<file path="src/csc_pkg.sv">
package csc_pkg;

  // ----------------------------------------------------------------
  // Timing
  // ----------------------------------------------------------------
  localparam int CLK_PERIOD_NS = 40;
  localparam int TICK_PERIOD_US = 1000;
  localparam int TICK_CYCLES = TICK_PERIOD_US * 1000 / CLK_PERIOD_NS;
  localparam int SETTLE_MS = 30;
  localparam int TERM_MS = 30;
  localparam int WD_PERIOD_MS = 80000;
  localparam int PREQUAL_MIN = 30;
  localparam int PREQUAL_MS = PREQUAL_MIN * 60000;
  localparam logic [25:0] FC_LIMIT_MS [0:3] = '{26'd10800000, 26'd14400000,
                                                26'd18000000, 26'd21600000};
  localparam logic [25:0] TO_LIMIT_MS [0:3] = '{26'd600000, 26'd1200000,
                                                26'd1800000, 26'd3600000};

  // ----------------------------------------------------------------
  // Register map
  // ----------------------------------------------------------------
  localparam logic [31:0] OFS_CFG0 = 32'h0000_0000;
  localparam logic [31:0] OFS_CFG1 = 32'h0000_0004;
  localparam logic [31:0] OFS_CFG2 = 32'h0000_0008;
  localparam logic [31:0] OFS_WDCLR = 32'h0000_000c;
  localparam logic [31:0] OFS_STATUS = 32'h0000_0010;
  localparam logic [3:0] MODE_DEFAULT = 4'h5;
  localparam logic [3:0] MODE_CHG_ON = 4'h5;
  localparam int CFG1_WDEN_BIT = 0;
  localparam int CFG1_PROF_BIT = 1;
  localparam int CFG1_FC_LSB = 2;
  localparam int CFG1_TO_LSB = 4;
  localparam logic [5:0] CFG1_RESET = 6'h02;
  localparam int CFG2_COOLPCT_LSB = 8;
  localparam int CFG2_CVT_LSB = 16;
  localparam int CFG2_COOLCV_LSB = 24;
  localparam logic [31:0] CFG2_RESET = 32'h0000_3264;
  localparam logic [7:0] WDCLR_KEY = 8'h01;
  localparam int ST_OK_BIT = 4;
  localparam int ST_FB_BIT = 5;
  localparam int ST_THM_LSB = 8;
  localparam int ST_STATE_LSB = 12;

  // ----------------------------------------------------------------
  // Detail codes, bands, analog targets
  // ----------------------------------------------------------------
  localparam logic [3:0] DTL_PREQUAL = 4'h0;
  localparam logic [3:0] DTL_CC = 4'h1;
  localparam logic [3:0] DTL_CV = 4'h2;
  localparam logic [3:0] DTL_TOPOFF = 4'h3;
  localparam logic [3:0] DTL_DONE = 4'h4;
  localparam logic [3:0] DTL_TFAULT = 4'h6;
  localparam logic [3:0] DTL_IDLE = 4'h8;
  localparam logic [3:0] DTL_DIE_SHUTDOWN_TEMPERATURE = 4'ha;
  localparam logic [3:0] DTL_WDOG = 4'hb;
  localparam logic [2:0] BAND_COLD = 3'h0;
  localparam logic [2:0] BAND_COOL = 3'h1;
  localparam logic [2:0] BAND_NORMAL = 3'h2;
  localparam logic [2:0] BAND_WARM = 3'h3;
  localparam logic [2:0] BAND_HOT = 3'h4;
  localparam logic [10:0] FB_PCT_PER_DEG = 11'h005;
  localparam logic [7:0] WARM_DROP_MV = 8'hb4;
  localparam logic [6:0] FULL_PCT = 7'h64;
  localparam logic [6:0] HALF_PCT = 7'h32;

  typedef enum logic [3:0] {
    S_IDLE = 4'h0, S_PQ = 4'h1, S_CC = 4'h3, S_CV = 4'h2, S_TOPOFF = 4'h6,
    S_DONE = 4'h7, S_TFAULT = 4'h5, S_WDSUSP = 4'h4, S_DIE_SHUTDOWN_TEMPERATURE = 4'hc
  } csc_state_t;

endpackage

</file>
<file path="src/csc_top.sv">
`timescale 1ns/1ps
module csc_top
  import csc_pkg::*;
#(
  parameter int TICK_CYCLES_P = csc_pkg::TICK_CYCLES,
  parameter int SETTLE_TICKS = csc_pkg::SETTLE_MS,
  parameter int TERM_TICKS = csc_pkg::TERM_MS,
  parameter int WD_TICKS = csc_pkg::WD_PERIOD_MS,
  parameter int PQ_TICKS = csc_pkg::PREQUAL_MS
) (
  input  wire logic        MCLK_I,
  input  wire logic        RSTN_I,
  input  wire logic        HSEL_I,
  input  wire logic [31:0] HADDR_I,
  input  wire logic [1:0]  HTRANS_I,
  input  wire logic        HWRITE_I,
  input  wire logic [2:0]  HSIZE_I,
  input  wire logic [31:0] HWDATA_I,
  input  wire logic        HREADY_I,
  output logic      [31:0] HRDATA_O,
  output logic             HREADYOUT_O,
  output logic             HRESP_O,
  input  wire logic        CHGIN_VALID_I,
  input  wire logic        PREQUAL_I,
  input  wire logic        VBAT_AT_REG_I,
  input  wire logic        VBAT_BELOW_RESTART_I,
  input  wire logic        ICHG_BELOW_TOPOFF_I,
  input  wire logic        TJ_SHDN_I,
  input  wire logic [7:0]  DIE_TEMP_I,
  input  wire logic [2:0]  BATT_TEMP_BAND_I,
  input  wire logic        BAT_DISCONNECT_I,
  output logic             CHARGE_EN_O,
  output logic      [6:0]  CUR_PCT_O,
  output logic      [7:0]  CV_TARGET_O,
  output logic      [7:0]  CV_DROP_MV_O,
  output logic             SOFTSTART_EN_O,
  output logic             CHG_IRQ_O,
  output logic             CHARGER_OK_FLAG_O,
  output logic      [3:0]  CHG_DETAIL_O,
  output logic             FOLDBACK_O
);
  import csc_pkg::*;

  // ----------------------------------------------------------------
  // Reset release
  // ----------------------------------------------------------------
  logic [1:0] rst_sync;
  logic       rst_n;

  always_ff @(posedge MCLK_I or negedge RSTN_I) begin
    if (!RSTN_I) rst_sync <= 2'b00;
    else rst_sync <= {rst_sync[0], 1'b1};
  end
  assign rst_n = rst_sync[1];

  // ----------------------------------------------------------------
  // Millisecond tick
  // ----------------------------------------------------------------
  logic [15:0] tick_cnt;
  logic        tick;

  assign tick = (tick_cnt == 16'(TICK_CYCLES_P - 1));
  always_ff @(posedge MCLK_I or negedge rst_n) begin
    if (!rst_n) tick_cnt <= '0;
    else if (tick) tick_cnt <= '0;
    else tick_cnt <= tick_cnt + 16'h0001;
  end

  // ----------------------------------------------------------------
  // Declarations
  // ----------------------------------------------------------------
  csc_state_t  state;
  csc_state_t  next_state;
  logic [3:0]  mode;
  logic [5:0]  cfg1;
  logic [31:0] cfg2;
  logic        ok;
  logic [3:0]  detail;
  logic        irq;
  logic        fb_status;
  logic [25:0] state_timer;
  logic [25:0] fc_timer;
  logic [15:0] term_timer;
  logic [25:0] wd_cnt;
  logic        wd_expired;
  logic        wd_clear;
  logic        disq_seen;
  logic        ss_skip;
  logic        chg_on;
  logic        transition;
  logic        settle_hit;
  logic        wd_en;
  logic        prof_en;
  logic [2:0]  band;
  logic        temp_suspend;
  logic        timer_double;
  logic [25:0] fc_limit;
  logic [25:0] to_limit;
  logic        charging;
  logic [6:0]  cool_pct;
  logic        wr_pend;
  logic [31:0] wr_addr;

  assign wd_en = cfg1[CFG1_WDEN_BIT];
  assign prof_en = cfg1[CFG1_PROF_BIT];
  assign cool_pct = cfg2[CFG2_COOLPCT_LSB +: 7];
  assign chg_on = (mode == MODE_CHG_ON);
  assign transition = (next_state != state);
  assign settle_hit = tick && !transition && (state_timer == 26'(SETTLE_TICKS - 1));
  assign band = prof_en ? BATT_TEMP_BAND_I : BAND_NORMAL;
  assign temp_suspend = (band == BAND_COLD) || (band == BAND_HOT);
  assign timer_double = (band == BAND_COOL) && (cool_pct <= HALF_PCT);
  assign fc_limit = timer_double ? {FC_LIMIT_MS[cfg1[CFG1_FC_LSB +: 2]][24:0], 1'b0}
                                 : FC_LIMIT_MS[cfg1[CFG1_FC_LSB +: 2]];
  assign to_limit = TO_LIMIT_MS[cfg1[CFG1_TO_LSB +: 2]];
  assign charging = (state == S_PQ) || (state == S_CC) || (state == S_CV) ||
                    (state == S_TOPOFF);
  assign wd_expired = wd_en && (wd_cnt >= 26'(WD_TICKS));

  // ----------------------------------------------------------------
  // AHB-Lite slave
  // ----------------------------------------------------------------
  // Zero wait states: read data is fetched in the address phase.
  assign HREADYOUT_O = 1'b1;
  assign HRESP_O = 1'b0;

  always_ff @(posedge MCLK_I or negedge rst_n) begin
    if (!rst_n) begin
      wr_pend <= 1'b0;
      wr_addr <= '0;
      HRDATA_O <= '0;
    end else begin
      wr_pend <= HSEL_I && HTRANS_I[1] && HREADY_I && HWRITE_I;
      if (HSEL_I && HTRANS_I[1] && HREADY_I) begin
        wr_addr <= HADDR_I;
        unique case (HADDR_I)
          OFS_CFG0: HRDATA_O <= {28'h0, mode};
          OFS_CFG1: HRDATA_O <= {26'h0, cfg1};
          OFS_CFG2: HRDATA_O <= cfg2;
          OFS_STATUS: HRDATA_O <= {16'h0, state, 1'b0, band, 2'b00, fb_status, ok, detail};
          default: HRDATA_O <= '0;
        endcase
      end
    end
  end

  assign wd_clear = wr_pend && (wr_addr == OFS_WDCLR) && (HWDATA_I[7:0] == WDCLR_KEY);

  // Configuration; shutdown overrides any write in the same cycle
  always_ff @(posedge MCLK_I or negedge rst_n) begin
    if (!rst_n) begin
      mode <= MODE_DEFAULT;
      cfg1 <= CFG1_RESET;
      cfg2 <= CFG2_RESET;
    end else if (next_state == S_DIE_SHUTDOWN_TEMPERATURE) begin
      mode <= MODE_DEFAULT;
      cfg1 <= CFG1_RESET;
      cfg2 <= CFG2_RESET;
    end else if (wr_pend) begin
      if (wr_addr == OFS_CFG0) mode <= HWDATA_I[3:0];
      if (wr_addr == OFS_CFG1) cfg1 <= HWDATA_I[5:0];
      if (wr_addr == OFS_CFG2) cfg2 <= HWDATA_I;
    end
  end

  // ----------------------------------------------------------------
  // Charge state machine
  // ----------------------------------------------------------------
  always_comb begin
    next_state = state;
    if (state != S_DIE_SHUTDOWN_TEMPERATURE && TJ_SHDN_I) begin
      next_state = S_DIE_SHUTDOWN_TEMPERATURE;
    end else if (state == S_DIE_SHUTDOWN_TEMPERATURE) begin
      if (!TJ_SHDN_I) next_state = S_IDLE;
    end else if (!chg_on || !CHGIN_VALID_I) begin
      next_state = S_IDLE;
    end else begin
      unique case (state)
        S_IDLE: next_state = PREQUAL_I ? S_PQ : S_CC;
        S_PQ: begin
          if (wd_expired) next_state = S_WDSUSP;
          else if (state_timer >= 26'(PQ_TICKS)) next_state = S_TFAULT;
          else if (!PREQUAL_I) next_state = S_CC;
        end
        S_CC: begin
          if (wd_expired) next_state = S_WDSUSP;
          else if (fc_timer >= fc_limit) next_state = S_TFAULT;
          else if (VBAT_AT_REG_I) next_state = S_CV;
        end
        S_CV: begin
          if (wd_expired) next_state = S_WDSUSP;
          else if (fc_timer >= fc_limit) next_state = S_TFAULT;
          else if (term_timer >= 16'(TERM_TICKS)) next_state = S_TOPOFF;
        end
        S_TOPOFF: begin
          if (wd_expired) next_state = S_WDSUSP;
          else if (VBAT_BELOW_RESTART_I) next_state = S_CC;
          else if (state_timer >= to_limit) next_state = S_DONE;
        end
        S_DONE: begin
          if (wd_expired) next_state = S_WDSUSP;
          else if (VBAT_BELOW_RESTART_I) next_state = S_CC;
        end
        S_TFAULT: if (disq_seen && !BAT_DISCONNECT_I) next_state = S_IDLE;
        S_WDSUSP: if (wd_clear) next_state = S_IDLE;
        default: next_state = S_IDLE;
      endcase
    end
  end

  always_ff @(posedge MCLK_I or negedge rst_n) begin
    if (!rst_n) state <= S_IDLE;
    else state <= next_state;
  end

  // ----------------------------------------------------------------
  // Timers
  // ----------------------------------------------------------------
  always_ff @(posedge MCLK_I or negedge rst_n) begin
    if (!rst_n) state_timer <= '0;
    else if (transition) state_timer <= '0;
    else if (tick && state_timer != '1) state_timer <= state_timer + 26'h1;
  end

  // CC and CV share one fast-charge budget
  always_ff @(posedge MCLK_I or negedge rst_n) begin
    if (!rst_n) fc_timer <= '0;
    else if (!(next_state == S_CC || next_state == S_CV)) fc_timer <= '0;
    else if (state == S_TOPOFF || state == S_DONE) fc_timer <= '0;
    else if (tick && fc_timer != '1) fc_timer <= fc_timer + 26'h1;
  end

  always_ff @(posedge MCLK_I or negedge rst_n) begin
    if (!rst_n) term_timer <= '0;
    else if (state != S_CV || !ICHG_BELOW_TOPOFF_I) term_timer <= '0;
    else if (tick && term_timer != '1) term_timer <= term_timer + 16'h1;
  end

  // Counter is held at zero while idle or disabled, so no stale expiry
  always_ff @(posedge MCLK_I or negedge rst_n) begin
    if (!rst_n) wd_cnt <= '0;
    else if (!wd_en || wd_clear || state == S_IDLE) wd_cnt <= '0;
    else if (tick && !wd_expired) wd_cnt <= wd_cnt + 26'h1;
  end

  always_ff @(posedge MCLK_I or negedge rst_n) begin
    if (!rst_n) disq_seen <= 1'b0;
    else if (state != S_TFAULT) disq_seen <= 1'b0;
    else if (BAT_DISCONNECT_I) disq_seen <= 1'b1;
  end

  // ----------------------------------------------------------------
  // Detail code, ok flag, interrupt
  // ----------------------------------------------------------------
  always_ff @(posedge MCLK_I or negedge rst_n) begin
    if (!rst_n) begin
      ok <= 1'b0;
      detail <= DTL_IDLE;
      irq <= 1'b0;
    end else begin
      irq <= (fb_status != (DIE_TEMP_I > cfg2[7:0]));
      if (transition && next_state == S_TFAULT) begin
        irq <= 1'b1;
        ok <= 1'b0;
        detail <= DTL_TFAULT;
      end else if (transition && next_state == S_DIE_SHUTDOWN_TEMPERATURE) begin
        if (ok) irq <= 1'b1;
        ok <= 1'b0;
        detail <= DTL_DIE_SHUTDOWN_TEMPERATURE;
      end else if (transition && next_state == S_WDSUSP) begin
        if (ok) irq <= 1'b1;
        ok <= 1'b0;
        detail <= DTL_WDOG;
      end else if (settle_hit) begin
        // Ok follows the detail code only, never foldback
        unique case (state)
          S_IDLE: detail <= DTL_IDLE;
          S_PQ: detail <= DTL_PREQUAL;
          S_CC: detail <= DTL_CC;
          S_CV: detail <= DTL_CV;
          S_TOPOFF: detail <= DTL_TOPOFF;
          S_DONE: detail <= DTL_DONE;
          default: detail <= detail;
        endcase
        if (state != S_TFAULT && state != S_DIE_SHUTDOWN_TEMPERATURE && state != S_WDSUSP) begin
          if (!ok) irq <= 1'b1;
          ok <= (state != S_DONE);
        end
      end
    end
  end

  // ----------------------------------------------------------------
  // Foldback and analog targets
  // ----------------------------------------------------------------
  logic [10:0] fb_cut;
  logic [6:0]  base_pct;

  assign fb_cut = (DIE_TEMP_I > cfg2[7:0]) ? 11'(DIE_TEMP_I - cfg2[7:0]) * FB_PCT_PER_DEG
                                           : 11'h0;
  assign base_pct = (band == BAND_COOL) ? cool_pct : FULL_PCT;

  always_ff @(posedge MCLK_I or negedge rst_n) begin
    if (!rst_n) begin
      fb_status <= 1'b0;
      CHARGE_EN_O <= 1'b0;
      CUR_PCT_O <= '0;
      CV_TARGET_O <= '0;
      CV_DROP_MV_O <= '0;
    end else begin
      fb_status <= (DIE_TEMP_I > cfg2[7:0]);
      CHARGE_EN_O <= charging && !temp_suspend;
      if (!charging || temp_suspend) CUR_PCT_O <= '0;
      else if (fb_cut >= {4'h0, base_pct}) CUR_PCT_O <= '0;
      else CUR_PCT_O <= base_pct - fb_cut[6:0];
      CV_TARGET_O <= (band == BAND_COOL) ? cfg2[CFG2_COOLCV_LSB +: 8]
                                         : cfg2[CFG2_CVT_LSB +: 8];
      CV_DROP_MV_O <= (band == BAND_WARM) ? WARM_DROP_MV : 8'h00;
    end
  end

  // Restart from done skips the soft-start ramp until CC is left
  always_ff @(posedge MCLK_I or negedge rst_n) begin
    if (!rst_n) ss_skip <= 1'b0;
    else if (state == S_DONE && next_state == S_CC) ss_skip <= 1'b1;
    else if (state != S_CC) ss_skip <= 1'b0;
  end

  assign SOFTSTART_EN_O = !ss_skip && charging;
  assign CHG_IRQ_O = irq;
  assign CHARGER_OK_FLAG_O = ok;
  assign CHG_DETAIL_O = detail;
  assign FOLDBACK_O = fb_status;
endmodule

</file>
<file path="config.mk">
export PLATFORM = sky130hd
export DESIGN_NAME = csc_top
export DESIGN_NICKNAME = d
export VERILOG_FILES = /design/src/csc_pkg.sv /design/src/csc_top.sv
export SDC_FILE = /design/constraint.sdc
export NUM_CORES = 1
export LEC_CHECK = 0
export BUFFER_PORTS_ARGS = -buffer_cell sky130_fd_sc_hd__buf_2
export CAP_MARGIN = 40
export CORE_MARGIN = 2
export CORE_UTILIZATION = 45
export DETAILED_ROUTE_END_ITERATION = 6
export GPL_TIMING_DRIVEN = 0
export PLACE_DENSITY = 0.73
export RECOVER_POWER = 25
export SLEW_MARGIN = 0
export SYNTH_ARGS = -nofsm -noshare
export SYNTH_HDL_FRONTEND = slang
export SYNTH_SLANG_ARGS = --single-unit
</file>
<file path="constraint.sdc">
create_clock -name MCLK_I -period 7 [get_ports MCLK_I]
set_input_delay 1.4 -clock MCLK_I [delete_from_list [all_inputs] [get_ports MCLK_I]]
set_output_delay 1.4 -clock MCLK_I [all_outputs]
set_load 0.03 [all_outputs]
</file>
# Word-level counts from Yosys, hierarchy flattened
# Cells that the tools add are included.
[word_totals]
wordCells = 223
in_bits = 92
regBits = 256
[op_classes]
order_cmp = 10
bitwise_logic = 2
reduce_logical = 65
add_sub_neg = 7
mux = 77
n_eq_ne = 38
mul = 1
[op_table]
columns = ["cell", "n"]
rows = [
  ["26-bit two-way mux", 12],
  ["32-bit case mux with 4 select lines", 1],
  ["4-bit two-way mux", 27],
  ["26-bit binary-select mux with 2-bit select", 2],
  ["32-bit by 4-bit equality test with 1-bit output, second input constant", 3],
  ["32-bit two-way mux", 3],
  ["26-bit by 1-bit adder with 26-bit output, second input constant", 3],
  ["32-bit by 3-bit equality test with 1-bit output, second input constant", 2],
  ["32-bit zero test", 2],
  ["26-bit >= comparator", 2],
  ["26-bit inequality test, second input constant", 2],
  ["16-bit two-way mux", 3],
  ["16-bit by 1-bit adder with 16-bit output, second input constant", 2],
  ["32-bit by 5-bit equality test with 1-bit output, second input constant", 1],
  ["4-bit case mux with 8 select lines", 1],
  ["4-bit by 3-bit equality test with 1-bit output, second input constant", 7],
  ["26-bit by 5-bit equality test with 1-bit output, second input constant", 1],
  ["26-bit by 17-bit >= comparator with 1-bit output, second input constant", 1],
  ["26-bit by 21-bit >= comparator with 1-bit output, second input constant", 1],
  ["4-bit case mux with 6 select lines", 1],
  ["1-bit logical AND", 23],
  ["7-bit two-way mux", 3],
  ["6-bit two-way mux", 3],
  ["2-bit nonzero test", 9],
  ["36 further kinds", 85],
]

# Depth between registers and ports, before layout
[depth]
ltp_word = 20
ltp_mapped = 21
depth_no_buf = 20

# Worst setup path before layout
# Ideal clock, no wire load.
[synth_timing]
path_kind = "input -> register"
from = "input port BATT_TEMP_BAND_I[0]"
to = "register detail[0] (netlist: CHG_DETAIL_O[0])"
n_path_buf = 2
setup_ns = 0.104
arrival_time_ns = 5.460
t_required_ns = 6.896
cell_stages = 18
slack_ns = 1.436
path_cell_list = "nand2_1 or3_1 clkbuf_1 nor2_1 o21ai_1 and2_1 or2_2 ha_1 nand4_1 or4_1 a311o_1 and4_1 a311oi_2 nand4_2 or2_1 buf_6 or4_1 o311ai_1"
[synth_between]
elab_chain_len = 17
word_cells_on_any_way = 29
cone_classes = "1 x order compare; 5 x eq/ne; 13 x mux; 10 x reduce/logical"
[synth_lines]
columns = ["element", "line", "text"]
rows = [
  ["from (decl)", "csc_top.sv:30", "input wire logic [2:0] BATT_TEMP_BAND_I,"],
  ["3-bit two-way mux *", "csc_top.sv:110", "assign band = prof_en ? BATT_TEMP_BAND_I : BAND_NORMAL;"],
  ["3-bit by 1-bit equality test with 1-bit output *", "csc_top.sv:112", "assign timer_double = (band == BAND_COOL) && (cool_pct <= HALF_PCT);"],
  ["1-bit logical AND *", "csc_top.sv:112", ""],
  ["26-bit two-way mux *", "csc_top.sv:113", "assign fc_limit = timer_double ? {FC_LIMIT_MS[cfg1[CFG1_FC_LSB +: 2]][24:0], 1'b0}"],
  ["26-bit >= comparator *", "csc_top.sv:187, csc_top.sv:192", ""],
  ["4-bit two-way mux, on equally long branches", "csc_top.sv:192, csc_top.sv:187", ""],
  ["4-bit two-way mux, on equally long branches", "csc_top.sv:191, csc_top.sv:186", ""],
  ["4-bit case mux with 8 select lines *", "csc_top.sv:178", "unique case (state)"],
  ["4-bit two-way mux *", "csc_top.sv:175", "end else if (!chg_on || !CHGIN_VALID_I) begin"],
  ["4-bit two-way mux *", "csc_top.sv:173", "end else if (state == S_DIE_SHUTDOWN_TEMPERATURE) begin"],
  ["4-bit two-way mux *", "csc_top.sv:171", "if (state != S_DIE_SHUTDOWN_TEMPERATURE && TJ_SHDN_I) begin"],
  ["4-bit inequality test", "csc_top.sv:108", "assign transition = (next_state != state);"],
  ["1-bit zero test", "csc_top.sv:109", "assign settle_hit = tick && !transition && (state_timer == 26'(SETTLE_TICKS - 1));"],
  ["1-bit logical AND (2 in a row)", "csc_top.sv:109", ""],
  ["4-bit nonzero test (no source line)", "--", ""],
  ["2-bit AND reduction (no source line)", "--", ""],
  ["to (signal assigned)", "csc_top.sv:283", "default: detail <= detail;"],
  ["to (decl)", "csc_top.sv:78", "logic [3:0] detail;"],
]
# Every way passes the cells marked *; elsewhere a longest branch is shown, timed or not.
# A chain may end at the register's enable or synchronous reset.

# Final worst setup path
# Ends and elaborated chain as after synthesis.

==> out/qor.csv <==
stage;metric;value;unit
run_status;status;complete, but fails checks;
run_status;failing checks;max-capacitance violations, max-slew violations;
placement;dpl cells;2127;
sta;Fmax;170;MHz
logic_synthesis;Synth area leader;dfrtp_1;
worst_setup_path;critical path class;input port to flop;
pwr;combinational share of power;9.9;%
clocking;H-tree level count;1;
logic_synthesis;post-synthesis sequential area ratio;45.0;%
routing;Iteration-0 DRC Markers;774;
worst_hold_path;worst hold start;rst_sync[0];
clocking;Clock Pin Slew Worst Setup and Hold Paths;60;ps
global_route;global-route wire length before repair;59200;um
floorplanning;Initial Util;45.5;%
global_route;grt ovf;0;
pwr;Static Leakage;7.47;nW
worst_setup_path;CP max FO;10;
floorplanning;Die ar.;32300;um2
final_layout;Final nets;1938;
global_route;total track usage;22.0;%
routing;Avg WL per Cell;16.4;um
placement;GPL Wtd Cong;0.892;
clocking;Gates resized, CTS repair;0;
pwr;Clock Power Share;43.8;%
global_route;via count of the first global-routing pass;11700;
sta;Slew @ Worst Pin;2690;ps
worst_setup_path;Setup crit start;BATT_TEMP_BAND_I[0];
clocking;Post-CTS Hold Buffers;0;
clocking;TritonCTS buffer count;28;
logic_synthesis;Syn Inst Count;1575;
sta;Final Hold Viols;0;
worst_setup_path;Critical Path Start Type;input port;
worst_setup_path;crit-path cells;buf_2, nand2_1, or3_1, clkbuf_1, nor2_1, o21ai_1, clkbuf_1, o21a_1, ha_1, nand4_1, or4_1, a311o_1, and4_1, a311oi_2, nand4_2, or2_1, buf_6, or4_1, o311ai_1;
clocking;CTS max path bufs;3;
clocking;clock latency on the worst-skew pair;550;ps
clocking;setup bufs post-CTS;0;
worst_setup_path;CP delay by family, top;simple AND/OR/NAND/NOR gates;
worst_setup_path;reg2reg start;cfg1[1];
sta;Tmin final;5880;ps
logic_synthesis;Post-Synthesis Cell Area;13900;um2
pwr;Int Pwr;0.00242;W
routing;met1 WL;15400;um
sta;hold slack final;349;ps
final_layout;fin cells;2182;
worst_hold_path;Hold Crit Endpoint;rst_sync[1];
logic_synthesis;Commonest cells post-synth;309 x nand2_1, 239 x dfrtp_1, 191 x nor2_1, 82 x ha_1, 70 x a21oi_1;
logic_synthesis;syn_area_per_cell;8.81;um2
job;number of max-cap violations;3;
routing;Top Metal Used;met5;
worst_setup_path;cell at the slowest stage of the critical path;or4_1;
global_route;largest net degree at the start of global routing;60;
pwr;Switching Share;26.0;%
pwr;Peak supply drop;0.172;mV
routing;Final ANT Viol Nets;0;
final_layout;P&R area growth vs syn;16.0;%
worst_setup_path;Reg2Reg Setup Slack;1480;ps
routing;DRC Markers;0;
routing;vias per std cell;5.50;
placement;Port Buffers;146;
final_layout;layout cells sized above 1;12.7;%
logic_synthesis;Post-synth top flop;dfrtp_1;
floorplanning;die width;180;um
routing;vias;12000;
placement;Final HPWL DP;27300;um
worst_setup_path;reg2reg path depth;18;
floorplanning;Die Ht;180;um
worst_setup_path;crit path DAT;6320;ps
worst_hold_path;hold path depth;0;
pwr;Pwr Density;203;nW/um2
sta;final setup fails;0;
sta;Worst Skew;13.0;ps
floorplanning;io pins;158;
routing;Met2 Wirelength;17300;um
logic_synthesis;Post-synth EDFFs;0;
routing;final WL;35800;um
clocking;clk sink count;249;
worst_setup_path;Crit path required time;7440;ps
logic_synthesis;Synth top area share;43.1;%
clocking;root buf cell;clkbuf_16;
sta;Final Max Slew Viols;137;
floorplanning;core area;30500;um2
routing;first drt pass iteration count;6;
routing;WL met3;1960;um
worst_hold_path;Worst Hold Class;flop to flop;
sta;Slew headroom;-79.4;%
logic_synthesis;dominant cell by count in the synthesized netlist;nand2_1;
floorplanning;# rows;64;
logic_synthesis;post-synthesis register bit count;249;
global_route;initial antenna violation count;4;
logic_synthesis;Netlist cell types;74;
worst_setup_path;Worst path max stage delay;580;ps
sta;RSZ-0062 raised after global routing;no;
logic_synthesis;synth warn;0;
logic_synthesis;Async S/R FF share, synth;100;%
worst_setup_path;element type at the critical path end;flop;
pwr;Seq pwr share;46.3;%
worst_setup_path;FF-to-FF End;CHG_DETAIL_O[0];
logic_synthesis;Area contributors post-synth;dfrtp_1 43%, nand2_1 8.4%, ha_1 7.4%;
sta;Setup TNS Final;0;ps
clocking;CTS tree;done;
sta;fin crit share;84.1;%
pwr;Switch Pwr;0.000848;W
worst_setup_path;Buf/Inv on CP;4;
## worst max path at each step
| stage | end | depth (start not counted) | slack, ps |
|---|---|---|---|
| 6_report | CHG_DETAIL_O[0] | 19 | 1120 |
| 5_1_grt | CHG_DETAIL_O[0] | 19 | 800 |
| 4_1_cts | CHG_DETAIL_O[0] | 19 | 1150 |
| 3_5_place_dp | CHG_DETAIL_O[0] | 19 | 580 |
| 3_3_place_gp | CHG_DETAIL_O[0] | 19 | 690 |
| 2_1_floorplan | CHG_DETAIL_O[0] | 18 | 1440 |
## power groups by stage
stage          Combinational, W  Clock, W  Sequential, W
6_report               0.000323   0.00143        0.00151
5_1_grt                0.000365   0.00151        0.00152
4_1_cts                0.000328   0.00145        0.00151
3_5_place_dp           0.000325         0        0.00154
3_3_place_gp           0.000284         0        0.00156
2_1_floorplan          0.000191         0        0.00156
## through the flow
stage | power (W) | worst slack [ps] | utilization, % | area (um2)
floorplan | 0.00175 | 1440 | - | 13900
global placement | 0.00184 | 687 | 49.6 | 15100
global route | 0.00339 | 798 | 52.7 | 16100
CTS | 0.00329 | 1150 | 52.9 | 16100
detailed placement | 0.00186 | 585 | 50.0 | 15200
finish | 0.00326 | 1120 | 52.8 | 16100
## registers in the layout, indices dropped and copies added (netlist names), 2 cells and up
register / count
HRDATA_O: 32
cfg2: 32
wr_addr: 32
fc_timer: 26
state_timer: 26
wd_cnt: 26
term_timer: 16
tick_cnt: 16
CV_TARGET_O: 8
CUR_PCT_O: 7
cfg1: 6
CHG_DETAIL_O: 4
mode: 4
state: 4
rst_sync: 2
## layout make-up
cell class                 count  area, um2
fill                        2754      14400
buffer                        70        305
tap                          396        495
timing repair buffer         151        796
multi-input combinational   1196       7100
clock buffer                  38        768
inverter                      65        244
clock inverter                14        133
antenna                        3       7.51
sequential                   249       6240
## logic make-up after synthesis
group	synth area share [%]
AND/OR/NAND/NOR	25.8
flip-flops	45.0
AO/OA/AOI/OAI	9.76
buffers and inverters	3.96
XOR/XNOR	6.75
adder cells (fa/ha/maj)	7.83
multiplexers	0.802
other	0.0541
## layout by cell type (no fill, tap or decap), types with 25 or more instances in the layout
cell type / synthesis / final
nand2_1: 309 / 309
dfrtp_1: 239 / 239
nor2_1: 191 / 191
buf_2: 1 / 146
ha_1: 82 / 82
a21oi_1: 70 / 70
inv_1: 65 / 65
nand3_1: 62 / 62
clkbuf_1: 49 / 59
xor2_1: 54 / 54
xnor2_1: 53 / 53
o21ai_0: 42 / 42
nand4_1: 39 / 39
nor4_1: 31 / 31
nor3_1: 29 / 29
clkbuf_16: 0 / 28
and3_1: 25 / 25
## metal layers
metal	vias to the layer above	GRT usage, %
li1	5776	-
met5	-	0
met1	5752	29.3
met3	79	3.10
met4	2	6.89
met2	382	37.2
Power figures use the tool's default switching activity.
